===== config.mk =====
export PLATFORM = sky130hd
export DESIGN_NAME = modem_status_baud
export DESIGN_NICKNAME = d
export VERILOG_FILES = /design/src/modem_status_pkg.sv /design/src/modem_status_baud.sv /design/src/baud_counter.sv
export SDC_FILE = /design/constraint.sdc
export NUM_CORES = 1
export LEC_CHECK = 0
export BUFFER_PORTS_ARGS = -buffer_cell sky130_fd_sc_hd__buf_2
export CORE_MARGIN = 4
export CORE_UTILIZATION = 30
export CTS_CLUSTER_SIZE = 40
export DETAILED_ROUTE_END_ITERATION = 8
export PLACE_DENSITY = 0.49
export SKIP_CTS_REPAIR_TIMING = 1
export SYNTH_ARGS = -nofsm -noshare
export SYNTH_HDL_FRONTEND = slang
export SYNTH_HIERARCHICAL = 1
export SYNTH_SLANG_ARGS = --single-unit

===== constraint.sdc =====
create_clock -name clk -period 2 [get_ports clk]
set_input_delay 0.2 -clock clk [delete_from_list [all_inputs] [get_ports clk]]
set_output_delay 0.2 -clock clk [all_outputs]
set_load 0.03 [all_outputs]

===== src/modem_status_pkg.sv =====
package modem_status_pkg;
    // ========================================
    // Clock and timing
    localparam int CLK_PERIOD_NS = 5;
    localparam int SAMPLES_PER_BIT = 16;

    // ========================================
    // Register offsets on the parallel bus
    localparam logic [2:0] OFS_DIV_LOW = 3'h0;
    localparam logic [2:0] OFS_DIV_HIGH = 3'h1;
    localparam logic [2:0] OFS_INT_ENABLE = 3'h1;
    localparam logic [2:0] OFS_LINE_CTRL = 3'h3;
    localparam logic [2:0] OFS_MODEM_CTRL = 3'h4;
    localparam logic [2:0] OFS_MODEM_STATUS = 3'h6;

    // ========================================
    // Field positions
    localparam int LINE_DIV_ACCESS_BIT = 7;
    localparam int MCTL_DTR_BIT = 0;
    localparam int MCTL_RTS_BIT = 1;
    localparam int MCTL_USER_ONE_BIT = 2;
    localparam int MCTL_USER_TWO_BIT = 3;
    localparam int MCTL_LOOP_BIT = 4;
    localparam int IEN_MODEM_BIT = 3;
    localparam int LINE_CTS = 0;
    localparam int LINE_DSR = 1;
    localparam int LINE_RI = 2;
    localparam int LINE_DCD = 3;

    // ========================================
    // Reset values and masks
    localparam logic [7:0] BYTE_RESET = 8'h00;
    localparam logic [15:0] DIV_RESET = 16'h0000;
    localparam logic [7:0] MCTL_MASK = 8'h1F;
    localparam logic [7:0] IEN_MASK = 8'h0F;
    localparam logic [3:0] PINS_IDLE = 4'hF;

    // ========================================
    // Types
    typedef struct packed {
        logic dcd;
        logic ri;
        logic dsr;
        logic cts;
    } modem_lines_type;

    typedef struct packed {
        logic sel;
        logic rd;
        logic wr;
        logic [2:0] addr;
        logic [7:0] wdata;
    } bus_req_type;

    typedef enum {
        SEL_NONE,
        SEL_DIV_LOW,
        SEL_DIV_HIGH,
        SEL_INT_ENABLE,
        SEL_LINE_CTRL,
        SEL_MODEM_CTRL,
        SEL_MODEM_STATUS
    } reg_sel_type;
endpackage


===== src/modem_status_baud.sv =====
`timescale 1ns/1ps
module modem_status_baud (
    input wire logic clk,
    input wire logic rst_n,
    input wire modem_status_pkg::bus_req_type bus,
    output logic [7:0] rdata,
    input wire modem_status_pkg::modem_lines_type modem_n,
    output logic modem_int,
    output logic loopback,
    output logic baud16_tick
);
    // ========================================
    // Address decode shared by writes and reads
    function automatic modem_status_pkg::reg_sel_type reg_select(
        input logic [2:0] addr,
        input logic div_access
    );
        reg_select = modem_status_pkg::SEL_NONE;
        if (div_access && addr == modem_status_pkg::OFS_DIV_LOW) begin
            reg_select = modem_status_pkg::SEL_DIV_LOW;
        end else if (div_access && addr == modem_status_pkg::OFS_DIV_HIGH) begin
            reg_select = modem_status_pkg::SEL_DIV_HIGH;
        end else if (!div_access && addr == modem_status_pkg::OFS_INT_ENABLE) begin
            reg_select = modem_status_pkg::SEL_INT_ENABLE;
        end else if (addr == modem_status_pkg::OFS_LINE_CTRL) begin
            reg_select = modem_status_pkg::SEL_LINE_CTRL;
        end else if (addr == modem_status_pkg::OFS_MODEM_CTRL) begin
            reg_select = modem_status_pkg::SEL_MODEM_CTRL;
        end else if (addr == modem_status_pkg::OFS_MODEM_STATUS) begin
            reg_select = modem_status_pkg::SEL_MODEM_STATUS;
        end
    endfunction

    // ========================================
    // Control registers
    logic [7:0] line_control_reg;
    logic [7:0] modem_control_reg;
    logic [7:0] interrupt_enable_reg;
    logic [7:0] divisor_low_byte;
    logic [7:0] divisor_high_byte;
    logic wr_q;
    logic reload;
    logic [7:0] next_line_control_reg;
    logic [7:0] next_modem_control_reg;
    logic [7:0] next_interrupt_enable_reg;
    logic [7:0] next_divisor_low_byte;
    logic [7:0] next_divisor_high_byte;
    logic next_wr_q;
    logic next_reload;
    logic div_access;
    logic wr_start;
    modem_status_pkg::reg_sel_type wr_sel;

    assign div_access = line_control_reg[modem_status_pkg::LINE_DIV_ACCESS_BIT];
    assign wr_start = bus.sel && bus.wr && !wr_q;
    assign wr_sel = reg_select(bus.addr, div_access);

    // Take each write on the leading cycle of the write strobe
    always_comb begin
        next_line_control_reg = line_control_reg;
        next_modem_control_reg = modem_control_reg;
        next_interrupt_enable_reg = interrupt_enable_reg;
        next_divisor_low_byte = divisor_low_byte;
        next_divisor_high_byte = divisor_high_byte;
        next_wr_q = bus.sel && bus.wr;
        next_reload = 1'b0;
        if (wr_start) begin
            unique case (wr_sel)
                modem_status_pkg::SEL_DIV_LOW: begin
                    next_divisor_low_byte = bus.wdata;
                    next_reload = 1'b1;
                end
                modem_status_pkg::SEL_DIV_HIGH: begin
                    next_divisor_high_byte = bus.wdata;
                    next_reload = 1'b1;
                end
                modem_status_pkg::SEL_INT_ENABLE: begin
                    next_interrupt_enable_reg = bus.wdata & modem_status_pkg::IEN_MASK;
                end
                modem_status_pkg::SEL_LINE_CTRL: begin
                    next_line_control_reg = bus.wdata;
                end
                modem_status_pkg::SEL_MODEM_CTRL: begin
                    next_modem_control_reg = bus.wdata & modem_status_pkg::MCTL_MASK;
                end
                modem_status_pkg::SEL_MODEM_STATUS: begin
                    next_wr_q = 1'b1; // Status writes are dropped
                end
                modem_status_pkg::SEL_NONE: begin
                    next_wr_q = 1'b1;
                end
            endcase
        end
    end

    // Register control state
    always_ff @(posedge clk) begin
        if (!rst_n) begin
            line_control_reg <= modem_status_pkg::BYTE_RESET;
            modem_control_reg <= modem_status_pkg::BYTE_RESET;
            interrupt_enable_reg <= modem_status_pkg::BYTE_RESET;
            divisor_low_byte <= modem_status_pkg::DIV_RESET[7:0];
            divisor_high_byte <= modem_status_pkg::DIV_RESET[15:8];
            wr_q <= 1'b0;
            reload <= 1'b0;
        end else begin
            line_control_reg <= next_line_control_reg;
            modem_control_reg <= next_modem_control_reg;
            interrupt_enable_reg <= next_interrupt_enable_reg;
            divisor_low_byte <= next_divisor_low_byte;
            divisor_high_byte <= next_divisor_high_byte;
            wr_q <= next_wr_q;
            reload <= next_reload;
        end
    end

    assign loopback = modem_control_reg[modem_status_pkg::MCTL_LOOP_BIT];

    // ========================================
    // Modem input synchroniser
    modem_status_pkg::modem_lines_type sync_a;
    modem_status_pkg::modem_lines_type sync_b;
    modem_status_pkg::modem_lines_type next_sync_a;
    modem_status_pkg::modem_lines_type next_sync_b;

    // Two stages; only the second stage is looked at
    always_comb begin
        next_sync_a = modem_n;
        next_sync_b = sync_a;
    end

    // Register synchroniser, idling at inactive high pins
    always_ff @(posedge clk) begin
        if (!rst_n) begin
            sync_a <= modem_status_pkg::PINS_IDLE;
            sync_b <= modem_status_pkg::PINS_IDLE;
        end else begin
            sync_a <= next_sync_a;
            sync_b <= next_sync_b;
        end
    end

    // ========================================
    // Level and change tracking
    logic [3:0] level_now;
    logic [3:0] level;
    logic [3:0] delta;
    logic [3:0] pend;
    logic [3:0] event_now;
    logic rd_q;
    logic rd_active;
    logic rd_end;
    logic [3:0] next_level;
    logic [3:0] next_delta;
    logic [3:0] next_pend;
    logic next_rd_q;
    logic next_modem_int;

    // Loopback replaces the pins by control bits, else pins inverted
    always_comb begin
        if (loopback) begin
            level_now[modem_status_pkg::LINE_CTS] =
                modem_control_reg[modem_status_pkg::MCTL_RTS_BIT];
            level_now[modem_status_pkg::LINE_DSR] =
                modem_control_reg[modem_status_pkg::MCTL_DTR_BIT];
            level_now[modem_status_pkg::LINE_RI] =
                modem_control_reg[modem_status_pkg::MCTL_USER_ONE_BIT];
            level_now[modem_status_pkg::LINE_DCD] =
                modem_control_reg[modem_status_pkg::MCTL_USER_TWO_BIT];
        end else begin
            level_now = ~sync_b;
        end
    end

    // Change events; ring counts only the pin's low to high edge
    always_comb begin
        event_now = level ^ level_now;
        event_now[modem_status_pkg::LINE_RI] = level[modem_status_pkg::LINE_RI]
            && !level_now[modem_status_pkg::LINE_RI];
    end

    assign rd_active = bus.sel && bus.rd && bus.addr == modem_status_pkg::OFS_MODEM_STATUS;
    assign rd_end = rd_q && !rd_active;

    // Change flags: hold during read, resolve at its trailing edge
    always_comb begin
        next_level = level_now;
        next_delta = delta;
        next_pend = pend;
        next_rd_q = rd_active;
        if (rd_active) begin
            next_pend = pend | event_now;
        end else if (rd_end) begin
            next_delta = (pend | event_now) & ~delta;
            next_pend = 4'h0;
        end else begin
            next_delta = delta | event_now;
        end
        next_modem_int = interrupt_enable_reg[modem_status_pkg::IEN_MODEM_BIT]
            && (|delta);
    end

    // Register level, flags and interrupt
    always_ff @(posedge clk) begin
        if (!rst_n) begin
            level <= 4'h0;
            delta <= 4'h0;
            pend <= 4'h0;
            rd_q <= 1'b0;
            modem_int <= 1'b0;
        end else begin
            level <= next_level;
            delta <= next_delta;
            pend <= next_pend;
            rd_q <= next_rd_q;
            modem_int <= next_modem_int;
        end
    end

    // ========================================
    // Read data
    logic [7:0] next_rdata;
    modem_status_pkg::reg_sel_type rd_sel;

    assign rd_sel = reg_select(bus.addr, div_access);

    // Capture the addressed register while the read strobe is high
    always_comb begin
        next_rdata = rdata;
        if (bus.sel && bus.rd) begin
            unique case (rd_sel)
                modem_status_pkg::SEL_DIV_LOW: next_rdata = divisor_low_byte;
                modem_status_pkg::SEL_DIV_HIGH: next_rdata = divisor_high_byte;
                modem_status_pkg::SEL_INT_ENABLE: next_rdata = interrupt_enable_reg;
                modem_status_pkg::SEL_LINE_CTRL: next_rdata = line_control_reg;
                modem_status_pkg::SEL_MODEM_CTRL: next_rdata = modem_control_reg;
                modem_status_pkg::SEL_MODEM_STATUS: next_rdata = {level, delta};
                modem_status_pkg::SEL_NONE: next_rdata = 8'h00;
            endcase
        end
    end

    // Register read data
    always_ff @(posedge clk) begin
        if (!rst_n) begin
            rdata <= 8'h00;
        end else begin
            rdata <= next_rdata;
        end
    end

    // ========================================
    // Baud generator
    baud_counter u_baud (
        .clk(clk),
        .rst_n(rst_n),
        .divisor({divisor_high_byte, divisor_low_byte}),
        .reload(reload),
        .tick(baud16_tick)
    );

    // ========================================
    // Checks
    AST_CTS_CHANGE_SETS: assert property (@(posedge clk) disable iff (!rst_n)
        (!rd_active && !rd_end && level_now[0] != level[0]) |=> delta[0])
        else $error("cts change flag not set");

    AST_RING_FALL_IGNORED: assert property (@(posedge clk) disable iff (!rst_n)
        (!rd_active && !rd_end && !delta[2] && !(level[2] && !level_now[2])) |=> !delta[2])
        else $error("ring flag set without trailing edge");

    AST_PIN_INVERTED: assert property (@(posedge clk) disable iff (!rst_n)
        !loopback |=> level == ~$past(sync_b))
        else $error("status level not inverted pin");

    AST_LOOP_LEVELS: assert property (@(posedge clk) disable iff (!rst_n)
        loopback |=> level == {$past(modem_control_reg[3]), $past(modem_control_reg[2]),
            $past(modem_control_reg[0]), $past(modem_control_reg[1])})
        else $error("loopback status does not follow control bits");

    AST_INT_FOLLOWS: assert property (@(posedge clk) disable iff (!rst_n)
        (interrupt_enable_reg[3] && delta != 4'h0) |=> modem_int)
        else $error("modem interrupt not raised");

    AST_READ_CLEARS: assert property (@(posedge clk) disable iff (!rst_n)
        rd_end |=> (delta & $past(delta)) == 4'h0)
        else $error("change flag not cleared at read end");

    AST_HOLD_IN_READ: assert property (@(posedge clk) disable iff (!rst_n)
        rd_active |=> delta == $past(delta))
        else $error("change flag moved during read");

    AST_PEND_LANDS: assert property (@(posedge clk) disable iff (!rst_n)
        (rd_end && !delta[1] && (pend[1] || event_now[1])) |=> delta[1])
        else $error("deferred dsr change lost");

    AST_DIV_GUARDED: assert property (@(posedge clk) disable iff (!rst_n)
        (bus.sel && bus.wr && !div_access) |=> $stable(divisor_low_byte))
        else $error("divisor written without access bit");

    AST_RING_RISE_SETS: assert property (@(posedge clk) disable iff (!rst_n)
        (!rd_active && !rd_end && level[2] && !level_now[2]) |=> delta[2])
        else $error("ring flag not set on trailing edge");

    AST_INT_DROPS: assert property (@(posedge clk) disable iff (!rst_n)
        (!interrupt_enable_reg[3] || delta == 4'h0) |=> !modem_int)
        else $error("modem interrupt raised without enabled flag");
endmodule // modem_status_baud


===== src/baud_counter.sv =====
`timescale 1ns/1ps
module baud_counter (
    input wire logic clk,
    input wire logic rst_n,
    input wire logic [15:0] divisor,
    input wire logic reload,
    output logic tick
);
    // ========================================
    // Down counter
    logic [15:0] cnt;
    logic [15:0] next_cnt;
    logic next_tick;

    // Count from the divisor to one, giving one tick per divisor cycles
    always_comb begin
        next_cnt = cnt;
        next_tick = 1'b0;
        if (reload) begin
            next_cnt = divisor;
        end else if (divisor == 16'h0000) begin
            next_cnt = 16'h0000; // Idle until a divisor is loaded
        end else if (cnt <= 16'h0001) begin
            next_cnt = divisor;
            next_tick = 1'b1;
        end else begin
            next_cnt = cnt - 16'h0001;
        end
    end

    // Register the counter and tick
    always_ff @(posedge clk) begin
        if (!rst_n) begin
            cnt <= modem_status_pkg::DIV_RESET;
            tick <= 1'b0;
        end else begin
            cnt <= next_cnt;
            tick <= next_tick;
        end
    end

    // ========================================
    // Checks
    AST_RELOAD_NOW: assert property (@(posedge clk) disable iff (!rst_n)
        reload |=> (cnt == $past(divisor)) && !tick)
        else $error("baud counter not reloaded on divisor write");

    AST_TICK_PERIOD: assert property (@(posedge clk) disable iff (!rst_n)
        (cnt == 16'h0001 && !reload && divisor != 16'h0000) |=> tick && cnt == $past(divisor))
        else $error("baud tick missing at end of count");

    AST_NO_EARLY_TICK: assert property (@(posedge clk) disable iff (!rst_n)
        (cnt > 16'h0001 && !reload) |=> !tick)
        else $error("baud tick before count expired");
endmodule // baud_counter


## Word-level counts from Yosys, hierarchy flattened

Index checks and enable logic that the tools add are counted.

- Add/subtract/negate cells: 1
- $mul: 0
- Divide/modulo/power cells: 0
- Magnitude comparators: 1
- Eq/ne operators: 10
- Shift-type cells: 0
- Muxes and demuxes: 18
- Bitwise operators: 7
- Reduce and logical (&&, ||, !) cells: 28

Operators by type and width:

| kind | count |
|---|---|
| 2-to-1 mux 32 bit | 4 |
| == test 32 x 3 -> 1 bit (second input constant) | 3 |
| == test 32 x 2 -> 1 bit (second input constant) | 2 |
| case mux 8 bit (7 select lines) | 1 |
| 2-to-1 mux 16 bit | 3 |
| == test 32 x 1 -> 1 bit (second input constant) | 1 |
| zero test 32 bit | 1 |
| <= comparator 16 x 1 -> 1 bit (second input constant) | 1 |
| zero test 16 bit | 1 |
| 2-to-1 mux 4 bit | 4 |
| subtractor 16 x 1 -> 16 bit (second input constant) | 1 |
| AND reduction 2 bit | 6 |
| logical AND 1 bit | 10 |
| NOT 4 bit | 2 |
| bitwise OR 4 bit | 2 |
| == test 3 bit (second input constant) | 2 |
| 2-to-1 mux 3 bit | 2 |
| bitwise AND 4 bit | 1 |
| zero test 1 bit | 4 |
| 2-to-1 mux 1 bit | 4 |
| OR reduction 2 bit | 2 |
| OR reduction 4 bit | 1 |
| bitwise XOR 4 bit | 1 |
| == test 3 x 1 -> 1 bit (second input constant) | 1 |
| 5 further kinds | 5 |

- Flip-flop bits (word level): 82
- Latch bits: 0
- Memory bits (writable): 0
- Bits in read-only memories: 0
- Input port bits: 20
- Output and inout port bits: 11
- Memories kept: 0

## Longest topological paths before layout

- Depth after elaboration: 11
- Mapped depth: 8
- Depth with buffers taken out: 7

## Modules after synthesis

The synthesis kept the hierarchy.

By module, submodules not included:

| module | instances | cells each | area each (µm²) | sequential area each (µm²) |
|---|---|---|---|---|
| modem_status_baud | 1 | 287 | 2685.1 | 1301.2 |
| baud_counter | 1 | 96 | 908.4 | 340.3 |

## Worst setup path before layout

Ideal clock, no wire load.

- Path type: reg-to-reg
- Start point: register u_baud.cnt[4]
- End point: register u_baud.cnt[3]
- Library setup time: 58 ps
- Arrival time: 1573 ps
- Path slack: 369 ps
- Stages on the path, launching flop included: 7
- Path buffers: 1
- Cells stage by stage: dfxtp_1 > or4_4 > nor4_4 > a21oi_2 > buf_6 > a31oi_1 > o21a_1

- Word-level cells in the longest chain between the ends: 4

Ends and longest elaborated chain:

| item | line | source |
|---|---|---|
| start: declaration | baud_counter.sv:11 | `logic [15:0] cnt;` |
| start signal: assignment | baud_counter.sv:34 | `cnt <= modem_status_pkg::DIV_RESET;` |
| start signal: assignment | baud_counter.sv:37 | `cnt <= next_cnt;` |
| <= comparator 16 x 1 -> 1 bit | baud_counter.sv:23 | `end else if (cnt <= 16'h0001) begin` |
| 2-to-1 mux 16 bit | baud_counter.sv:23 |  |
| 2-to-1 mux 16 bit | baud_counter.sv:21 | `end else if (divisor == 16'h0000) begin` |
| 2-to-1 mux 16 bit | baud_counter.sv:19 | `if (reload) begin` |

No other way between the ends.
A chain may end at the register's enable or synchronous reset.

## Final worst setup path

- Start point: register u_baud.cnt[0]
- End point: register u_baud.cnt[9]

- Word-level cells in the longest chain between the ends: 4
- Elaborated cells between the ends (all ways): 5
- Those cells by class: add/sub (1); order compare (1); mux (3)

Ends and longest elaborated chain:

| item | line |
|---|---|
| subtractor 16 x 1 -> 16 bit / <= comparator 16 x 1 -> 1 bit (equally long branches) | baud_counter.sv:27, baud_counter.sv:23 |
| 2-to-1 mux 16 bit (*) | baud_counter.sv:23 |
| 2-to-1 mux 16 bit (*) | baud_counter.sv:21 |
| 2-to-1 mux 16 bit (*) | baud_counter.sv:19 |

Every way passes the cells marked *; elsewhere a longest branch is shown, timed or not.

==> parameters.txt <==
Parameter                              Value

Layout
  Layout filler cell count ... 1,164
  Max reg flops ... 16
  Ant. Diodes ... 0
  Number of nets in the layout ... 446
  Largest register by flop count ... u_baud/cnt
  Proportion of layout cells with a drive suffix above 1 ... 0.1748
  Area added between synthesis and finish ... 19.15%
  Final instance area ... 4282 um2

Critical path
  Worst EP required ... 2.27 ns
  Slowest library cell on the worst path ... sky130_fd_sc_hd__dfxtp_1
  Origin of the worst setup path ... u_baud/cnt[0]
  Slack of the worst reg-to-reg path ... 0.15 ns
  Worst r2r src ... u_baud/cnt[0]
  WS Path Type ... register to register
  Worst-case reg-to-reg path depth ... 8
  Critical path destination ... u_baud/cnt[9]
  Family with the most delay on the worst path ... simple AND/OR/NAND/NOR gates
  Number of gates on the worst path with buffers counted ... 8
  Buffers plus inverters on the worst setup path ... 2
  Crit path cell chain ... inv_1 > ha_1 > nor2_1 > nor4_4 > a21oi_2 > buf_4 > nand3_2 > o2bb2ai_1
  Worst setup EP type ... register
  RR Endpoint ... u_baud/cnt[9]
  Largest stage delay, worst path ... 0.38 ns
  Highest net fanout along the worst path ... 14
  Crit path arrival time ... 2.11 ns
  Startpoint type of the worst setup path ... register

Synth
  Number of enable flip-flop cells after synthesis ... 0
  Post-synth design cell area ... 3593 um2
  Total of warnings raised by yosys ... 6
  Number of library cell types mapped by synthesis ... 53
  Sequential area share after synthesis ... 0.4568
  Syn_area_per_cell ... 9.382 um2
  Async SR Flop Fraction ... 0
  Flip-flop and latch count after synthesis ... 82
  Syn Inst Count ... 383
  Total nets after synthesis ... 405
  Prevailing post-synth register cell ... sky130_fd_sc_hd__dfxtp_1

Global route
  Total grt overflow ... 0
  Number of global-route vias before repair ... 2,857
  Number of antenna violations at the first check in global routing ... 0
  Global-route wire length before repair ... 15,930 um
  Largest net degree at the start of global routing ... 43
  Overall global routing resource usage ... 0.1478

STA
  Final Hold Fails ... 0
  Total Negative Setup Slacks ... 0 ns
  Shortest clock period the worst path allows after layout ... 1.847 ns
  Setup repair after global routing missed its margin ... no
  Max-slew violations ... 0
  Ratio of final minimum period to clock period ... 0.9234
  Max Clk Rate ... 541.5 MHz
  Slew at the pin closest to its max-slew limit ... 0.7798 ns
  Relative slew slack ... 0.4801
  Final worst clock skew ... 0.004919 ns
  Count of endpoints failing setup in the final report ... 0

Floorplanning
  Number of rows created at floorplan ... 39
  Initial Utilization ... 0.3107
  Die Wd ... 117.4 um
  Die Footprint ... 13,790 um2
  Die Span Y ... 117.4 um
  Std-Cell Core Area ... 11,560 um2
  Top-level port count ... 31

Hold path
  Kind of path behind the tightest hold check ... input pin to register

Clock tree
  Library cell used as clock root buffer ... sky130_fd_sc_hd__clkbuf_16
  Number of sinks driven by the clock tree ... 82
  Clock latency of the later-clocked register in the worst-skew pair ... 0.34 ns
  Clock Tree Buf Depth ... 2
  Num CTS Buffers ... 9
  H-tree depth ... 3
  Clock edge transition at the registers on the reported setup and hold paths ... 0.06 ns
  TritonCTS clock tree ... done

Drt
  Residual DRC count ... 0
  Via count ... 2,934
  Routed wire per std cell ... 17.28 um
  Aggregate routed wire length ... 9885 um
  Number of vias per cell ... 5.129
  Final ANT Viol Nets ... 0
  First drt pass iteration count ... 4
  DR iter-0 viols ... 281

Placement
  Global placer's final weighted congestion ... 0.8364
  Placed cell areas ... 3961 um2
  Number of I/O port buffers ... 30
  Post-detail-place hpwl ... 7120 um

Power and ir drop
  Overall power ... 3.657 mW
  Largest vdd supply drop ... 0.0004276 V
  Leakage power ... 1.793 nW
  Power density cells ... 854.1 nW/um2

Status
  Result of the run ... complete, no violations

Job
  Max-cap check violation count ... 0
## area by class of cell
type / count / area [um2] / area share
Sequential cell: 82 / 1642 / 0.3834
Inverter: 6 / 22.52 / 0.005260
Timing Repair Buffer: 46 / 270.3 / 0.06312
Tap cell: 143 / 178.9 / 0.04179
Multi-Input combinational cell: 279 / 1848 / 0.4316
Clock buffer: 11 / 242.7 / 0.05669
Clock inverter: 5 / 77.57 / 0.01812
## synthesized netlist by cell type (all sizes together), types with 4 or more instances
cell / count / share of area
nor2: 56 / 0.058
xor2: 4 / 0.0097
nand2b: 19 / 0.033
and3: 9 / 0.016
a211oi: 7 / 0.015
a221oi: 5 / 0.012
a21boi: 4 / 0.0084
o41ai: 4 / 0.0097
a22o: 5 / 0.012
a22oi: 5 / 0.010
nand2: 22 / 0.024
buf: 7 / 0.013
dfxtp: 82 / 0.46
nor2b: 5 / 0.011
nor4: 10 / 0.022
xnor2: 8 / 0.019
o21ai: 17 / 0.024
mux2i: 30 / 0.084
a21oi: 11 / 0.016
nor3: 4 / 0.0087
and3b: 4 / 0.0097
clkbuf: 9 / 0.0094
nand3: 14 / 0.021
inv: 5 / 0.0052
o2bb2ai: 9 / 0.022
## power by group
group,total [mW],switching (mW),internal (mW)
registers,1.68,0.0170,1.66
logic,0.189,0.122,0.0671
clock network,1.79,0.669,1.12
total,3.66,0.807,2.85
## how the worst min path moves through the flow
stage | start | endpoint | cells past startpoint
finish | modem_n[3] | next_sync_b[3] | 2
global route | modem_n[3] | next_sync_b[3] | 2
CTS | modem_n[3] | next_sync_b[3] | 2
detailed placement | modem_n[3] | next_sync_b[3] | 2
global placement | modem_n[1] | next_sync_b[1] | 2
floorplan | modem_n[0] | next_sync_b[0] | 1
## cells by family after synthesis
family	synth area share
adder cells (fa/ha/maj)	0.006963
AO/OA/AOI/OAI	0.1539
flip-flops	0.4568
multiplexers	0.08983
AND/OR/NAND/NOR	0.2343
buffers and inverters	0.02889
XOR/XNOR	0.02925
## layout by cell type, fill, tap and decap left out, types with 3 or more instances in the layout
cell	instances
sky130_fd_sc_hd__a211oi_1	7
sky130_fd_sc_hd__a21boi_0	4
sky130_fd_sc_hd__a21oi_1	10
sky130_fd_sc_hd__a221oi_1	5
sky130_fd_sc_hd__a22o_1	5
sky130_fd_sc_hd__a22oi_1	5
sky130_fd_sc_hd__and3_1	9
sky130_fd_sc_hd__and3b_1	4
sky130_fd_sc_hd__buf_2	30
sky130_fd_sc_hd__buf_4	16
sky130_fd_sc_hd__clkbuf_16	9
sky130_fd_sc_hd__dfxtp_1	82
sky130_fd_sc_hd__inv_1	4
sky130_fd_sc_hd__mux2i_1	30
sky130_fd_sc_hd__nand2_1	21
sky130_fd_sc_hd__nand2b_1	19
sky130_fd_sc_hd__nand3_1	13
sky130_fd_sc_hd__nor2_1	56
sky130_fd_sc_hd__nor2b_1	4
sky130_fd_sc_hd__nor3_1	3
sky130_fd_sc_hd__nor4_1	9
sky130_fd_sc_hd__o21ai_0	15
sky130_fd_sc_hd__o2bb2ai_1	9
sky130_fd_sc_hd__o41ai_1	4
sky130_fd_sc_hd__xnor2_1	8
sky130_fd_sc_hd__xor2_1	4
## metal layers
metal	part of all wire	vias to the layer above	GRT usage
met4	0.026	0	0.07111
li1	-	1467	-
met3	0.046	16	0.03128
met1	0.49	1395	0.2080
met5	0	-	0
met2	0.43	56	0.2146
## worst reg2reg max path, delay by kind of cell, from the launching register on
| kind | cells | cell delay [ns] |
|---|---|---|
| DFF | 1 | 0.38 |
| adders and majority gates | 1 | 0.27 |
| AOI/OAI and AO/OA | 2 | 0.34 |
| and+or+nand+nor | 3 | 0.49 |
| buffers and inverters | 2 | 0.29 |
## per-stage QoR
stage	util	instances	hold slack (ns)	setup slack (ns)
after global placement	0.3425	556	0.3801	0.2505
final	0.3702	572	0.03751	0.1532
after global routing	0.3702	572	0.03068	0.02824
after floorplan	-	383	0.3015	0.3692
after CTS	0.3702	572	0.02514	0.1571
after detailed placement	0.3425	556	0.3864	0.1918
(Power assumes the default switching activity.)
